===== src/hw/debug_unit_consts.vh =====
`ifndef DEBUG_UNIT_CONSTS_VH
`define DEBUG_UNIT_CONSTS_VH
// Register addresses on the debug link
`define DU_ADDR_BK1E   16'h7f90
`define DU_ADDR_BK1H   16'h7f91
`define DU_ADDR_BK1L   16'h7f92
`define DU_ADDR_BK2E   16'h7f93
`define DU_ADDR_BK2H   16'h7f94
`define DU_ADDR_COMPARATOR2_LOW_BYTE   16'h7f95
`define DU_ADDR_CR1    16'h7f96
`define DU_ADDR_CR2    16'h7f97
`define DU_ADDR_CSR1   16'h7f98
`define DU_ADDR_CSR2   16'h7f99
// Reset values
`define DU_RST_BK      8'hff
`define DU_RST_CR      8'h00
`define DU_RST_CSR1    8'h10
`define DU_RST_CSR2    8'h00
// Writable masks
`define DU_CR1_MASK    8'hbe
`define DU_CR2_MASK    8'h05
// Field positions
`define DU_WDG_BIT     7
`define DU_BC_HI       5
`define DU_BC_LO       3
`define DU_BIR_BIT     2
`define DU_BIW_BIT     1
`define DU_ROM_BIT     2
`define DU_RAM_BIT     0
`define DU_STE_BIT     6
`define DU_STF_BIT     5
`define DU_RSTF_BIT    4
`define DU_BRW_BIT     3
`define DU_COMPARATOR2_HIT_FLAG_BIT    2
`define DU_COMPARATOR1_HIT_FLAG_BIT    1
`define DU_SOFT_BREAK_ENABLE_BIT   5
`define DU_SOFT_BREAK_FLAG_BIT   4
`define DU_HALT_BIT    3
`define DU_FLUSH_BIT   0
// Break condition codes
`define DU_BC_DATA     3'h0
`define DU_BC_IN       3'h1
`define DU_BC_OUT      3'h2
`define DU_BC_OFF3     3'h3
`define DU_BC_EQ_THEN  3'h4
`define DU_BC_EQ_OR    3'h5
`define DU_BC_OFF6     3'h6
`define DU_BC_STACK    3'h7
// Software break opcode
`define DU_SWBK_OP     8'h8b
`endif


===== src/hw/debug_breakpoint_stall_unit.v =====
`timescale 1ns/1ps
`default_nettype none
`include "debug_unit_consts.vh"

// Contract
// Fetch match stalls in decode, before execute
// Invalid instruction address never stalls
// Step mode stalls at first decode cycle
// Step plus break sets both flags
// Break holds core stalled for host access
// Host sets flush before clearing halt
// Registers reached only over debug link
// Comparator1 address three bytes, reset ones
// Comparator2 address three bytes, reset ones
// Watchdog freeze while stalled, unless hardware
// Condition field selects match condition
// Read and write break enables
// Vector table remap to ROM or RAM
// Step enable read/write bit
// Step flag hardware only
// Reset flag set on post-reset stall
// Direction flag captures access kind
// Comparator flags cleared with halt
// Soft break enable gates opcode stall
// Soft break flag cleared with halt
// Halt bit stalls, forced off outside link
// Flush bit cleared when flush done
// Condition encodings per table
// Soft break opcode recognised
// Abort stalls immediately, no interrupt
// Inactive link never stalls
module debug_breakpoint_stall_unit (
    // Clock and reset
    input  wire        clk_sys,
    input  wire        nrst,
    // Debug link register access
    input  wire        link_active,
    input  wire        rd_on_fly_cmd,
    input  wire        wr_on_fly_cmd,
    input  wire [15:0] link_addr,
    input  wire [7:0]  link_wdata,
    output reg  [7:0]  link_rdata,
    // Core fetch/decode observation
    input  wire        dec_first,
    input  wire        dec_valid_insn,
    input  wire [23:0] dec_addr,
    input  wire [7:0]  dec_opcode,
    // Core data access observation
    input  wire        data_strobe,
    input  wire        data_rd,
    input  wire [23:0] data_addr,
    input  wire [7:0]  data_val,
    input  wire        data_stack,
    input  wire        insn_end,
    input  wire        reset_done,
    // Core control
    input  wire        hw_watchdog,
    input  wire        flush_done,
    output wire        core_halt_signal,
    output wire        decode_flush,
    output wire        watchdog_freeze,
    output wire        vectors_to_rom,
    output wire        vectors_to_ram
);

    // Comparator addresses, built from three byte writes
    reg [23:0] bk1_reg;
    reg [23:0] bk2_reg;

    // Control images, reserved bits masked on write
    reg [7:0]  cr1_reg;
    reg [7:0]  cr2_reg;

    // Step enable and hardware-only status flags
    reg        step_enable_reg;
    reg        step_flag_reg;
    reg        reset_flag_reg;
    reg        dir_reg;
    reg        hit1_reg;
    reg        hit2_reg;

    // Soft break enable and its flag
    reg        soft_break_enable_reg;
    reg        soft_break_flag_reg;

    // Halt and flush, both dropped while the link is down
    reg        halt_reg;
    reg        flush_reg;

    // Two-stage fetch match state
    reg        seq_armed_reg;

    // Reset stall fires once only
    reg        rst_pend_reg;

    // Data match held to the instruction end, so a
    // stall never splits an access in two
    reg        data_pend_reg;
    reg        data_pend_next;
    reg        pend_h1_reg;
    reg        pend_h2_reg;
    reg        pend_dir_reg;

    // Condition field and access enables
    wire [2:0] bc = cr1_reg[`DU_BC_HI:`DU_BC_LO];
    wire       read_break_enable = cr1_reg[`DU_BIR_BIT];
    wire       write_break_enable = cr1_reg[`DU_BIW_BIT];

    // Access kind allowed by the enable bits
    // (a read needs the read enable, a write the write one)
    function dir_ok;
        input r;
        input en_r;
        input en_w;
        begin
            dir_ok = r ? en_r : en_w;
        end
    endfunction

    // Write decode used by every register
    function wr_hit;
        input [15:0] a;
        input [15:0] target;
        begin
            wr_hit = wr_on_fly_cmd && link_active && (a == target);
        end
    endfunction

    // Address compares, one set for the fetch path and one for the data path
    // Range compares include both end points
    wire f_eq1 = dec_addr == bk1_reg;
    wire f_eq2 = dec_addr == bk2_reg;
    wire f_in  = (dec_addr >= bk1_reg) && (dec_addr <= bk2_reg);
    wire f_out = (dec_addr <= bk1_reg) || (dec_addr >= bk2_reg);

    wire d_eq1 = data_addr == bk1_reg;
    wire d_eq2 = data_addr == bk2_reg;
    wire d_in  = (data_addr >= bk1_reg) && (data_addr <= bk2_reg);
    wire d_out = (data_addr <= bk1_reg) || (data_addr >= bk2_reg);
    wire d_dir = dir_ok(data_rd, read_break_enable, write_break_enable);

    // Only a real instruction's first decode may break
    wire fetch = dec_first && dec_valid_insn;

    // Fetch-side comparator hits
    reg fh1;
    reg fh2;
    always @* begin
        fh1 = 1'b0;
        fh2 = 1'b0;
        case (bc)
            `DU_BC_IN:      fh1 = fetch && !read_break_enable && !write_break_enable && f_in;
            `DU_BC_OUT:     fh1 = fetch && !read_break_enable && !write_break_enable && f_out;
            `DU_BC_EQ_THEN: begin
                fh2 = fetch && !read_break_enable && !write_break_enable && f_eq2 && seq_armed_reg;
            end
            `DU_BC_EQ_OR: begin
                fh1 = fetch && f_eq1;
                fh2 = fetch && !read_break_enable && !write_break_enable && f_eq2;
            end
            `DU_BC_STACK:   fh2 = fetch && !read_break_enable && !write_break_enable && f_eq2;
            // Codes 011, 110 and plain 000 match no fetch
            default: begin
                fh1 = 1'b0;
                fh2 = 1'b0;
            end
        endcase
    end

    // Data-side comparator hits
    reg dh1;
    reg dh2;
    always @* begin
        dh1 = 1'b0;
        dh2 = 1'b0;
        case (bc)
            `DU_BC_DATA:    dh1 = data_strobe && d_dir && d_eq1 && (data_val == bk2_reg[7:0]);
            `DU_BC_IN:      dh1 = data_strobe && d_dir && d_in;
            `DU_BC_OUT:     dh1 = data_strobe && d_dir && d_out;
            `DU_BC_EQ_THEN: begin
                dh1 = data_strobe && d_dir && d_eq1;
                dh2 = data_strobe && d_dir && d_eq2;
            end
            `DU_BC_EQ_OR:   dh2 = data_strobe && d_dir && d_eq2;
            `DU_BC_STACK: begin
                dh1 = data_strobe && !data_rd && data_stack && (data_addr <= bk1_reg);
                dh2 = data_strobe && (read_break_enable || write_break_enable) && d_dir && d_eq2;
            end
            // Codes 011 and 110 match no access
            default: begin
                dh1 = 1'b0;
                dh2 = 1'b0;
            end
        endcase
    end

    // Event sources; nothing reaches the core while the link is down
    // Step and a fetch match may fire together, setting both flags
    // The reset stall waits for reset_done after reset
    wire seq_first = fetch && (bc == `DU_BC_EQ_THEN) && !read_break_enable && !write_break_enable && f_eq1;
    wire step_ev   = link_active && step_enable_reg && fetch;
    wire swbk_ev   = link_active && soft_break_enable_reg && fetch
                     && (dec_opcode == `DU_SWBK_OP);
    wire fetch_ev  = link_active && (fh1 || fh2);
    wire data_fire = link_active && data_pend_reg && insn_end;
    wire rst_ev    = link_active && rst_pend_reg && reset_done;
    wire any_ev    = step_ev || swbk_ev || fetch_ev || data_fire || rst_ev;

    // Host writes to the halt bit
    // Bit 3 high aborts at once, bit 3 low resumes
    wire csr2_wr  = wr_hit(link_addr, `DU_ADDR_CSR2);
    wire halt_set = csr2_wr && link_wdata[`DU_HALT_BIT];
    wire halt_clr = csr2_wr && !link_wdata[`DU_HALT_BIT];

    // A new event wins over a host clear in the same cycle
    wire clr_flags = halt_clr && !any_ev;

    // Stall is combinational so abort and decode breaks act at once
    // Trade-off: a path from decode back to the core, in place of
    // a registered stall that would let one more decode through
    assign core_halt_signal = link_active && (halt_reg || any_ev || halt_set);
    assign decode_flush     = flush_reg;
    assign watchdog_freeze  = cr1_reg[`DU_WDG_BIT] && !hw_watchdog && core_halt_signal;
    assign vectors_to_rom   = cr2_reg[`DU_ROM_BIT];
    assign vectors_to_ram   = cr2_reg[`DU_RAM_BIT];

    // Data breaks wait for the end of the current instruction
    // A match in the end cycle itself waits for the next end
    always @* begin
        data_pend_next = data_pend_reg;
        if (insn_end) begin
            data_pend_next = 1'b0;
        end
        if (dh1 || dh2) begin
            data_pend_next = 1'b1;
        end
    end

    // Configuration registers
    always @(posedge clk_sys) begin
        if (!nrst) begin
            bk1_reg <= {3{`DU_RST_BK}};
            bk2_reg <= {3{`DU_RST_BK}};
            cr1_reg <= `DU_RST_CR;
            cr2_reg <= `DU_RST_CR;
            step_enable_reg       <= 1'b0;
            soft_break_enable_reg <= 1'b0;
        end else begin
            // Each byte lands alone; the host writes all three
            if (wr_hit(link_addr, `DU_ADDR_BK1E)) bk1_reg[23:16] <= link_wdata;
            if (wr_hit(link_addr, `DU_ADDR_BK1H)) bk1_reg[15:8]  <= link_wdata;
            if (wr_hit(link_addr, `DU_ADDR_BK1L)) bk1_reg[7:0]   <= link_wdata;
            if (wr_hit(link_addr, `DU_ADDR_BK2E)) bk2_reg[23:16] <= link_wdata;
            if (wr_hit(link_addr, `DU_ADDR_BK2H)) bk2_reg[15:8]  <= link_wdata;
            if (wr_hit(link_addr, `DU_ADDR_COMPARATOR2_LOW_BYTE)) bk2_reg[7:0]   <= link_wdata;

            // Reserved control bits always read back zero
            if (wr_hit(link_addr, `DU_ADDR_CR1)) cr1_reg <= link_wdata & `DU_CR1_MASK;
            if (wr_hit(link_addr, `DU_ADDR_CR2)) cr2_reg <= link_wdata & `DU_CR2_MASK;
            if (wr_hit(link_addr, `DU_ADDR_CSR1)) begin
                step_enable_reg <= link_wdata[`DU_STE_BIT];
            end
            if (csr2_wr) begin
                soft_break_enable_reg <= link_wdata[`DU_SOFT_BREAK_ENABLE_BIT];
            end
        end
    end

    // Halt, flush and hardware status flags
    always @(posedge clk_sys) begin
        if (!nrst) begin
            // Reset flag starts set, so the status image is 10h
            halt_reg            <= 1'b0;
            flush_reg           <= 1'b0;
            step_flag_reg       <= 1'b0;
            reset_flag_reg      <= 1'b1;
            dir_reg             <= 1'b0;
            hit1_reg            <= 1'b0;
            hit2_reg            <= 1'b0;
            soft_break_flag_reg <= 1'b0;
            seq_armed_reg       <= 1'b0;
            rst_pend_reg        <= 1'b1;
            data_pend_reg       <= 1'b0;
            pend_h1_reg         <= 1'b0;
            pend_h2_reg         <= 1'b0;
            pend_dir_reg        <= 1'b0;
        end else if (!link_active) begin
            // Link down: drop halt, flush and a pending data break so no stall leaks
            // to the core; comparator state is kept as it is
            halt_reg      <= 1'b0;
            flush_reg     <= 1'b0;
            data_pend_reg <= 1'b0;
        end else begin
            // Halt bit: events and abort set, host clear resumes
            if (any_ev || halt_set) begin
                halt_reg <= 1'b1;
            end else if (halt_clr) begin
                halt_reg <= 1'b0;
            end

            // Flush: set by host, hardware clears on completion
            if (csr2_wr && link_wdata[`DU_FLUSH_BIT]) begin
                flush_reg <= 1'b1;
            end else if (flush_done) begin
                flush_reg <= 1'b0;
            end

            // Sticky flags clear with the halt bit
            if (clr_flags) begin
                step_flag_reg       <= 1'b0;
                reset_flag_reg      <= 1'b0;
                hit1_reg            <= 1'b0;
                hit2_reg            <= 1'b0;
                soft_break_flag_reg <= 1'b0;
            end

            // Event flags; a set beats a clear in one cycle
            if (step_ev) step_flag_reg <= 1'b1;
            if (rst_ev) begin
                reset_flag_reg <= 1'b1;
                rst_pend_reg   <= 1'b0;
            end
            if (swbk_ev) soft_break_flag_reg <= 1'b1;
            if (fetch_ev && fh1) hit1_reg <= 1'b1;
            if (fetch_ev && fh2) hit2_reg <= 1'b1;
            if (data_fire) begin
                hit1_reg <= pend_h1_reg || (fetch_ev && fh1);
                hit2_reg <= pend_h2_reg || (fetch_ev && fh2);
                dir_reg  <= pend_dir_reg;
            end

            // Two-stage match: arm on the first address
            if (seq_first) seq_armed_reg <= 1'b1;
            else if (fh2) seq_armed_reg <= 1'b0;

            // Pending data break and what it matched
            data_pend_reg <= data_pend_next;
            if (dh1 || dh2) begin
                pend_h1_reg  <= dh1;
                pend_h2_reg  <= dh2;
                pend_dir_reg <= data_rd;
            end
        end
    end

    // Read-on-the-fly data; reserved bits read zero
    // The answer stands until the next read command
    always @(posedge clk_sys) begin
        if (!nrst) begin
            link_rdata <= 8'h00;
        end else if (rd_on_fly_cmd && link_active) begin
            case (link_addr)
                `DU_ADDR_BK1E: link_rdata <= bk1_reg[23:16];
                `DU_ADDR_BK1H: link_rdata <= bk1_reg[15:8];
                `DU_ADDR_BK1L: link_rdata <= bk1_reg[7:0];
                `DU_ADDR_BK2E: link_rdata <= bk2_reg[23:16];
                `DU_ADDR_BK2H: link_rdata <= bk2_reg[15:8];
                `DU_ADDR_COMPARATOR2_LOW_BYTE: link_rdata <= bk2_reg[7:0];
                `DU_ADDR_CR1:  link_rdata <= cr1_reg;
                `DU_ADDR_CR2:  link_rdata <= cr2_reg;
                `DU_ADDR_CSR1: link_rdata <= {1'b0, step_enable_reg, step_flag_reg,
                                              reset_flag_reg, dir_reg, hit2_reg,
                                              hit1_reg, 1'b0};
                `DU_ADDR_CSR2: link_rdata <= {2'h0, soft_break_enable_reg,
                                              soft_break_flag_reg, halt_reg, 2'h0,
                                              flush_reg};
                default:       link_rdata <= 8'h00;
            endcase
        end
    end

endmodule // debug_breakpoint_stall_unit
`default_nettype wire


===== config.mk =====
export PLATFORM = sky130hd
export DESIGN_NAME = debug_breakpoint_stall_unit
export DESIGN_NICKNAME = d
export VERILOG_FILES = /design/src/hw/debug_breakpoint_stall_unit.v
export VERILOG_INCLUDE_DIRS = /design/src /design/src/hw
export SDC_FILE = /design/constraint.sdc
export NUM_CORES = 1
export LEC_CHECK = 0
export BUFFER_PORTS_ARGS = -buffer_cell sky130_fd_sc_hd__buf_2
export CAP_MARGIN = 25
export CORE_ASPECT_RATIO = 2
export CORE_MARGIN = 8
export CORE_UTILIZATION = 42
export CTS_CLUSTER_DIAMETER = 40
export DETAILED_ROUTE_END_ITERATION = 7
export HOLD_SLACK_MARGIN = 0.08
export SYNTH_ARGS = -nofsm -noshare
export SYNTH_HDL_FRONTEND = slang
export SYNTH_SLANG_ARGS = --single-unit

===== constraint.sdc =====
create_clock -name clk_sys -period 4.6 [get_ports clk_sys]
set_input_delay 0 -clock clk_sys [delete_from_list [all_inputs] [get_ports clk_sys]]
set_output_delay 0 -clock clk_sys [all_outputs]
set_load 0.02 [all_outputs]

==> flow_summary.ini, run 1 <==
[cells_and_area]
final_util_pct = 50.43
num_antenna_cells = 0
final_layout_size_suffix_gt1_share_pct = 18.57
final_nets = 1060
fill_cells = 1403
fin_area_mm2 = 0.007355
area_growth_pct = 19.04

[sta]
setup_violations = 0
slew_viol_final = 0
worst_pin_slew_ns = 0.9370
fin_tns_setup_ns = 0
period_minus_slack_ns = 3.448
finClkSkew_ns = 0.006710
hold_viol_final = 0
finalCritPeriodShare_pct = 74.96
maxSlewHeadroom_pct = 36.96
rsz0062_at_grt = no
fmax_mhz = 290.0

[floorplan]
start_util_pct = 42.37
die-area_mm2 = 0.01908
io_pins = 115
die_w_um = 101.8
chipHeight_um = 187.5
core_area_mm2 = 0.01458
rows = 63

[critical_path]
arrival_ns = 3.45
cp_slowest_cell = nor3_1
crit_path_end_kind = primary output
cp-start-kind = flop
critical_path_class = flop to primary output
cp_cell_sequence = inv_1, ha_1, nand4_1, nor3_1, o221ai_1, nor3b_2, mux2i_1, a21oi_1, nor4_1, buf_2
slowest_delay_ns = 0.73
worst-path-max-fanout = 5
cp_top_family = simple AND/OR/NAND/NOR gates
critPathRequiredTime_ns = 4.60
cp_num_buf_inv = 2

[synth]
synthArstFlopShare_pct = 0
synth_seq_cells = 80
ys_top_cells_by_area = dfxtp_1, ha_1, nand2_1
synth_top_area_share_pct = 25.92
synth.distinct_cells = 69
syn_nets = 951
synth_flop_cell = dfxtp_1
yosys_warnings = 0
yosysMostFrequentCell = nand2_1
synth_edf_count = 0
ys_seq_area_share_pct = 25.92
netlist_instances = 753
synth_area_mm2 = 0.006178
synth_common_cells = nand2_1, ha_1, dfxtp_1
yosys.area.top_type = dfxtp_1
syn_avg_cell_area_um2 = 8.205

[clocking]
htree_num_levels = 3
cts.repair.resized = 0
cts.path.max_buffers = 2
clock_latency_ns = 0.34
clk_pin_slew_ns = 0.06
cts_tree = yes
clock-root-buffer = clkbuf_16
cts.sinks = 80
numCtsBuffers = 9
postCtsSetupBuffers = 0

[status]
status = complete, no violations

[power]
p_per_area_mw_per_mm2 = 233.2
leakage_nw = 3.528
power.total_mw = 1.715
ir_drop_mv = 0.1876

[drt]
drt-vias-per-instance = 5.863
wl_um = 22850
drt-wirelength-per-cell_um = 21.52
antenna_left = 0
dr.pass1.iters = 5
drc_errors = 0
vias = 6226
drt_iter0_drc = 369

[global_route]
grt_usage_pct = 24.00
grt_pass1_wl_um = 34630
grt_pass1_vias = 6099
overflow = 0
antenna_found_initial = 0
grt_max_degree = 81

[placement]
dpl_cell_area_mm2 = 0.006848
io_buffer_count = 114
dp_hpwl_um = 18620
gp_congestion = 0.9518

[run]
drv_cap = 0

[worst_hold_path]
hold_path_class = input pin to flop
-- path summary, 6_finish.rpt --
| check | cells past startpoint | slack, ns | from | to |
|---|---|---|---|---|
| min reg2reg | 2 | 0.46 | rst_pend_reg | rst_pend_reg |
| min | 3 | 0.09 | link_active | hit2_reg |
| max | 10 | 1.15 | bk2_reg[21] | watchdog_freeze |
| max reg2reg | 9 | 1.51 | bk2_reg[21] | reset_flag_reg |
-- through the flow --
stage	hold slack, ns	instances	setup slack (ns)
floorplan	0.08238	753	1.930
global route	0.1184	1062	0.8840
global placement	0.2663	1030	1.602
finish	0.09019	1062	1.152
CTS	0.08845	1062	1.162
detailed placement	0.2635	1030	1.558
-- power by group --
group          switching (mW)  leakage, nW  internal, mW
Clock                   0.297        0.170         0.546
Sequential           0.000916        0.647         0.693
Combinational           0.102         2.71        0.0758
-- worst min-delay path: stages --
cell and delay [ns]:
buf_2 0.18, nand3b_1 0.11, o21ai_0 0.08
-- repair_timing --
item                       4_1_cts  5_1_grt
hold buffers                    16        0
setup endpoints to repair        0        0
hold endpoints to repair        54        0
-- area by class of cell --
type,count,area (µm²),area share [%]
Timing Repair Buffer,134,760.7,10.34
Clock inverter,5,103.9,1.412
Multi-Input combinational cell,577,4177,56.79
Sequential cell,80,1602,21.78
Clock buffer,11,242.7,3.300
Tap cell,195,244.0,3.317
Inverter,60,225.2,3.062
-- cells in the final DEF (no fill, tap or decap), drive strengths merged, types with 3 or more instances in the layout --
cell type	instances
nand2	104
and2	8
nor2b	10
a222oi	6
nand4	25
or4b	3
a22oi	12
bufinv	3
nor4b	3
nand3	39
o21ai	16
dlygate4sd3	16
o211ai	47
and3	4
o21a	4
a22o	7
nor4	13
a211oi	3
and4	4
a31o	9
clkbuf	11
buf	118
mux2i	7
nor3	8
a21oi	55
ha	96
o31ai	4
nor3b	4
or3	3
dfxtp	80
inv	60
a21o	6
a221oi	5
nor2	19
a21boi	18
xor2	8
-- per-layer routing --
layer / global-route usage (%) / share of wire [%]
met5: 0 / 0
met4: 15.14 / 6.7
met3: 4.123 / 6.4
met2: 40.72 / 49
met1: 26.51 / 38
-- cell families after synthesis --
| logic type | after synthesis | share of synthesized area, % |
|---|---|---|
| xor gates and xnor gates | 8 | 1.134 |
| muxes | 8 | 1.316 |
| and+or+nand+nor | 256 | 22.03 |
| AOI/OAI and AO/OA | 209 | 23.67 |
| adders and majority gates | 96 | 19.44 |
| DFF | 80 | 25.92 |
| buffers and inverters | 96 | 6.480 |
Note: power is estimated with default switching activity, not from simulation.
==> inputs of run 2 (changes only) <==
ABC_AREA = 1   (was default)
clock period = 3.45 ns   (was 4.6 ns; I/O delays follow)
==> flow_summary.ini, run 2 <==
[clocking]
numCtsBuffers = 9
cts_tree = yes
cts.sinks = 80
clock-root-buffer = clkbuf_16
clk_pin_slew_ns = 0.06
clock_latency_ns = 0.35
htree_num_levels = 3
cts.path.max_buffers = 2

[synth]
yosys_warnings = 0
synth_edf_count = 0
synth_seq_cells = 80
synth_common_cells = nand2_1, inv_1, ha_1
ys_top_cells_by_area = dfxtp_1, ha_1, nand2_1
syn_avg_cell_area_um2 = 7.019
synth.distinct_cells = 40
yosys.area.top_type = dfxtp_1
synthArstFlopShare_pct = 0
ys_seq_area_share_pct = 25.52
syn_nets = 1092
synth_top_area_share_pct = 25.52
synth_area_mm2 = 0.006275
synth_flop_cell = dfxtp_1
yosysMostFrequentCell = nand2_1
netlist_instances = 894

[sta]
worst_pin_slew_ns = 0.7758
rsz0062_at_grt = no
hold_viol_final = 0
fin_tns_setup_ns = 0
setup_violations = 0
holdWs_ns = 0.08013
maxSlewHeadroom_pct = 48.15
fin_ws_ns = 0.6138
period_minus_slack_ns = 2.836
slew_viol_final = 0
finalCritPeriodShare_pct = 82.21
fmax_mhz = 352.6
finClkSkew_ns = 0.009098

[global_route]
antenna_found_initial = 0
grt_max_degree = 36
overflow = 0
grt_usage_pct = 24.32
grt_pass1_wl_um = 35050
grt_pass1_vias = 6445

[placement]
gp_congestion = 0.9229
io_buffer_count = 114
dpl_worst_slack_ns = 0.9663
dp_hpwl_um = 18920

[drt]
dr.pass1.iters = 5
vias = 6453
drc_errors = 0
drt-wirelength-per-cell_um = 18.99
drt-vias-per-instance = 5.333
drt_iter0_drc = 343
wl_um = 22980
antenna_left = 0

[cells_and_area]
final_layout_size_suffix_gt1_share_pct = 16.35
num_antenna_cells = 0
final_util_pct = 50.29
final_common_cell = nand2_1
area_growth_pct = 18.15
regArea_mm2 = 0.001602
fill_cells = 1579
multi_input_area_mm2 = 0.004093
final_cell_mix = nand2_1, inv_1, buf_2, ha_1, dfxtp_1
final_nets = 1209

[power]
power.total_mw = 2.216
p_per_area_mw_per_mm2 = 299.0
leakage_nw = 3.893
ir_drop_mv = 0.2239

[critical_path]
critical_path_class = flop to primary output
crit_path_end_kind = primary output
arrival_ns = 2.84
worst-path-max-fanout = 4
cp-start-kind = flop
crit_path_start = bk2_reg[11]
r2r-start = bk2_reg[11]
critPathRequiredTime_ns = 3.45

[floorplan]
core_area_mm2 = 0.01474
rows = 63
die_w_um = 102.4
io_pins = 115
start_util_pct = 42.57
chipHeight_um = 188.9
die-area_mm2 = 0.01934

[worst_hold_path]
min-delay-start = dec_opcode[7]
hold_path_class = input pin to flop

[run]
drv_cap = 0

[status]
status = complete, no violations
-- run 2: cell count changes after synthesis, sizes merged, moves of 12 or more --
cell | previous run | this run
o22ai | 2 | 19
inv | 60 | 123
a21oi | 55 | 75
a21boi | 18 | 0
clkbuf | 25 | 10
a22oi | 12 | 0
o21ai | 16 | 32
nor2 | 19 | 74
nor3 | 8 | 20
nand2 | 104 | 219
-- run 2: cell type report --
type	instances	share of cell area (%)
Clock buffer	10	3.089
Clock inverter	5	1.097
Inverter	125	6.329
Multi-Input combinational cell	668	55.21
Sequential cell	80	21.60
Tap cell	195	3.291
Timing Repair Buffer	127	9.384
-- run 2: final timing paths --
check	to	slack, ns	cells after the start
setup / recovery	watchdog_freeze	0.61	13
hold / removal	soft_break_flag_reg	0.08	5
setup reg to reg	hit2_reg	0.99	13
hold reg to reg	rst_pend_reg	0.45	2
-- run 2: cells by family (layout without fill, tap and decap cells) --
group	count (synthesis)	after routing	share of synthesized area (%)
adder cells (fa/ha/maj)	96	96	19.14
AND/OR/NAND/NOR	381	381	27.36
flip-flops	80	80	25.52
XOR/XNOR	6	6	0.8375
AO/OA/AOI/OAI	185	185	17.89
buffers and inverters	146	267	9.252
-- run 2: per-layer routing --
| layer | wire, µm | track usage (%) | share of wire, % |
|---|---|---|---|
| met1 | 8146 | 24.13 | 35 |
| met2 | 12320 | 45.02 | 54 |
| met3 | 1067 | 2.833 | 4.6 |
| met4 | 1449 | 16.05 | 6.3 |
| met5 | 0 | 0 | 0 |
-- run 2: critical path, cell delays in order (launching register included) --
cell	delay [ns]
dfxtp_1	0.31
inv_1	0.09
ha_1	0.33
nand2_1	0.06
nor2_1	0.20
nand4_1	0.25
nor2_2	0.27
nand3_1	0.23
nand2_1	0.19
inv_1	0.10
o2111ai_2	0.10
nand2_1	0.10
nor2_1	0.09
buf_2	0.16
-- run 2: where the power goes --
group | switching [mW] | total (mW) | leakage, nW | internal (mW)
sequential | 0.000460 | 0.925 | 0.647 | 0.925
clock | 0.411 | 1.04 | 0.149 | 0.632
combinational | 0.155 | 0.249 | 3.10 | 0.0932
-- run 2: timing repair --
| item | 4_1_cts | 5_1_grt |
|---|---|---|
| setup buffers | 0 | 0 |
| hold buffers | 11 | 0 |
| hold endpoints to repair | 24 | 0 |
| resized for setup | 0 | 0 |
| endpoints found under the setup margin | 0 | 0 |
-- run 2: per-stage QoR --
| step | area, µm² | cells |
|---|---|---|
| final | 7413 | 1210 |
| after global routing | 7413 | 1210 |
| after detailed placement | 6993 | 1184 |
| after global placement | 6993 | 1184 |
| after CTS | 7413 | 1210 |
| after floorplan | 6275 | 894 |
==> inputs of run 3 (changes only) <==
PLACE_DENSITY = 0.65   (was default)
clock period = 2.5 ns   (was 3.45 ns; I/O delays follow)
==> flow_summary.ini, run 3 (same netlist as run 2, synthesis figures left out) <==
[placement]
gp_congestion = 0.9388
dpl_worst_slack_ns = 0.2304
dpl_cell_area_mm2 = 0.007030
io_buffer_count = 114
dp_hpwl_um = 18770

[global_route]
grt_max_degree = 55
grt_pass1_vias = 6787
grt_usage_pct = 25.01
antenna_found_initial = 0
grt_pass1_wl_um = 36070
overflow = 0

[sta]
rsz0062_at_grt = yes
fin_ws_ns = -0.003715
setup_violations = 1
holdWs_ns = 0.09894
finClkSkew_ns = 0.01244
maxSlewHeadroom_pct = 55.49
slew_viol_final = 0
fmax_mhz = 399.4
hold_viol_final = 0
period_minus_slack_ns = 2.504
worst_pin_slew_ns = 0.6677
finalCritPeriodShare_pct = 100.1

[floorplan]
start_util_pct = 42.57
core_area_mm2 = 0.01474
die-area_mm2 = 0.01934
io_pins = 115
chipHeight_um = 188.9
rows = 63
die_w_um = 102.4

[critical_path]
slowest_delay_ns = 0.36
cpMostUsedCell = nor2_1
worst-path-max-fanout = 4
cp_cell_sequence = inv_4, ha_4, nand2_4, nor2_4, nand4_1, nor2_2, nor2_1, nand3_2, nor2_1, nor2_1, nand2_1, nand2_2, nand2_4, o2111ai_4, nand2_2, nor2_2, buf_6
crit_path_end_kind = primary output
cp_slowest_cell = dfxtp_2
critical_path_class = flop to primary output
cp-start-kind = flop
critPathRequiredTime_ns = 2.50
arrival_ns = 2.50

[power]
ir_drop_mv = 0.2772
p_per_area_mw_per_mm2 = 378.9
leakage_nw = 3.951
power.total_mw = 3.077

[clocking]
clock-root-buffer = clkbuf_16
cts_tree = yes
numCtsBuffers = 9
clk_pin_slew_ns = 0.07
clock_latency_ns = 0.35
cts.sinks = 80
htree_num_levels = 3
cts.path.max_buffers = 2

[cells_and_area]
fill_cells = 1462
final_nets = 1240
final_common_cell = nand2_1
fin_area_mm2 = 0.008120
area_growth_pct = 29.41
final_layout_size_suffix_gt1_share_pct = 28.46
final_cell_mix = nand2_1, buf_2, inv_1, ha_1, a21oi_1
multi_input_area_mm2 = 0.004497
regArea_mm2 = 0.001632
final_util_pct = 55.09
num_antenna_cells = 0

[drt]
antenna_left = 0
vias = 6747
drt_iter0_drc = 274
dr.pass1.iters = 4
drc_errors = 0
drt-wirelength-per-cell_um = 19.18
wl_um = 23830
drt-vias-per-instance = 5.432

[run]
drv_cap = 0

[status]
status = finished with violations
violations = negative setup slack

[worst_hold_path]
hold_path_class = input pin to flop
run 3: cell count changes in the layout (fill, tap and decap cells not counted), moves of 24 or more:
| cell | change |
|---|---|
| inv_1 | -33 |
| inv_2 | +27 |
| buf_4 | +24 |
| dfxtp_1 | -24 |
| dfxtp_2 | +24 |
run 3: critical path, delay by kind of cell, from the launching register on:
kind / cells / cell delay, ns
compound gates: 1 / 0.07
flops: 1 / 0.36
buf+inv: 2 / 0.18
simple gates: 13 / 1.26
fa+ha+maj: 1 / 0.27
run 3: layout make-up:
cell class	count	share of cell area, %
Multi-Input combinational cell	668	55.38
Timing Repair Buffer	158	11.80
Clock buffer	10	2.943
Sequential cell	80	20.09
Clock inverter	6	0.8166
Tap cell	195	3.005
Inverter	125	5.963
run 3: per-layer routing:
metal / global-route usage [%] / vias up / part of all wire (%)
li1: - / 3333 / -
met4: 21.46 / 0 / 9.1
met3: 3.274 / 99 / 4.9
met2: 45.00 / 254 / 52
met5: 0 / - / 0
met1: 23.84 / 3061 / 34
run 3: repair_timing:
| action | CTS | global route |
|---|---|---|
| setup buffers | 14 | 5 |
| gates cloned | 0 | 0 |
| pin swaps | 25 | 21 |
| hold buffers | 18 | 0 |
| resized for setup | 89 | 35 |
| hold endpoints to repair | 43 | 0 |
| setup endpoints to repair | 2 | 4 |
run 3: worst paths after layout:
path                 start              end  slack [ns]  cells after the start
max            bk2_reg[18]  watchdog_freeze      -0.004                     17
min          link_wdata[3]      bk2_reg[19]         0.1                      3
max reg2reg    bk2_reg[18]         hit2_reg        0.20                     18
min reg2reg  link_rdata[1]    link_rdata[1]        0.46                      2
run 3: power by group:
part / internal [mW] / switching (mW)
Clock: 0.807 / 0.590
Combinational: 0.160 / 0.244
Sequential: 1.28 / 0.000682
Total: 2.24 / 0.835
run 3: stage by stage:
| stage | TNS, ns | std cells |
|---|---|---|
| floorplan | 0 | 894 |
| global placement | 0 | 1189 |
| detailed placement | 0 | 1189 |
| CTS | -0.003689 | 1237 |
| global route | -0.3012 | 1242 |
| finish | -0.003715 | 1242 |
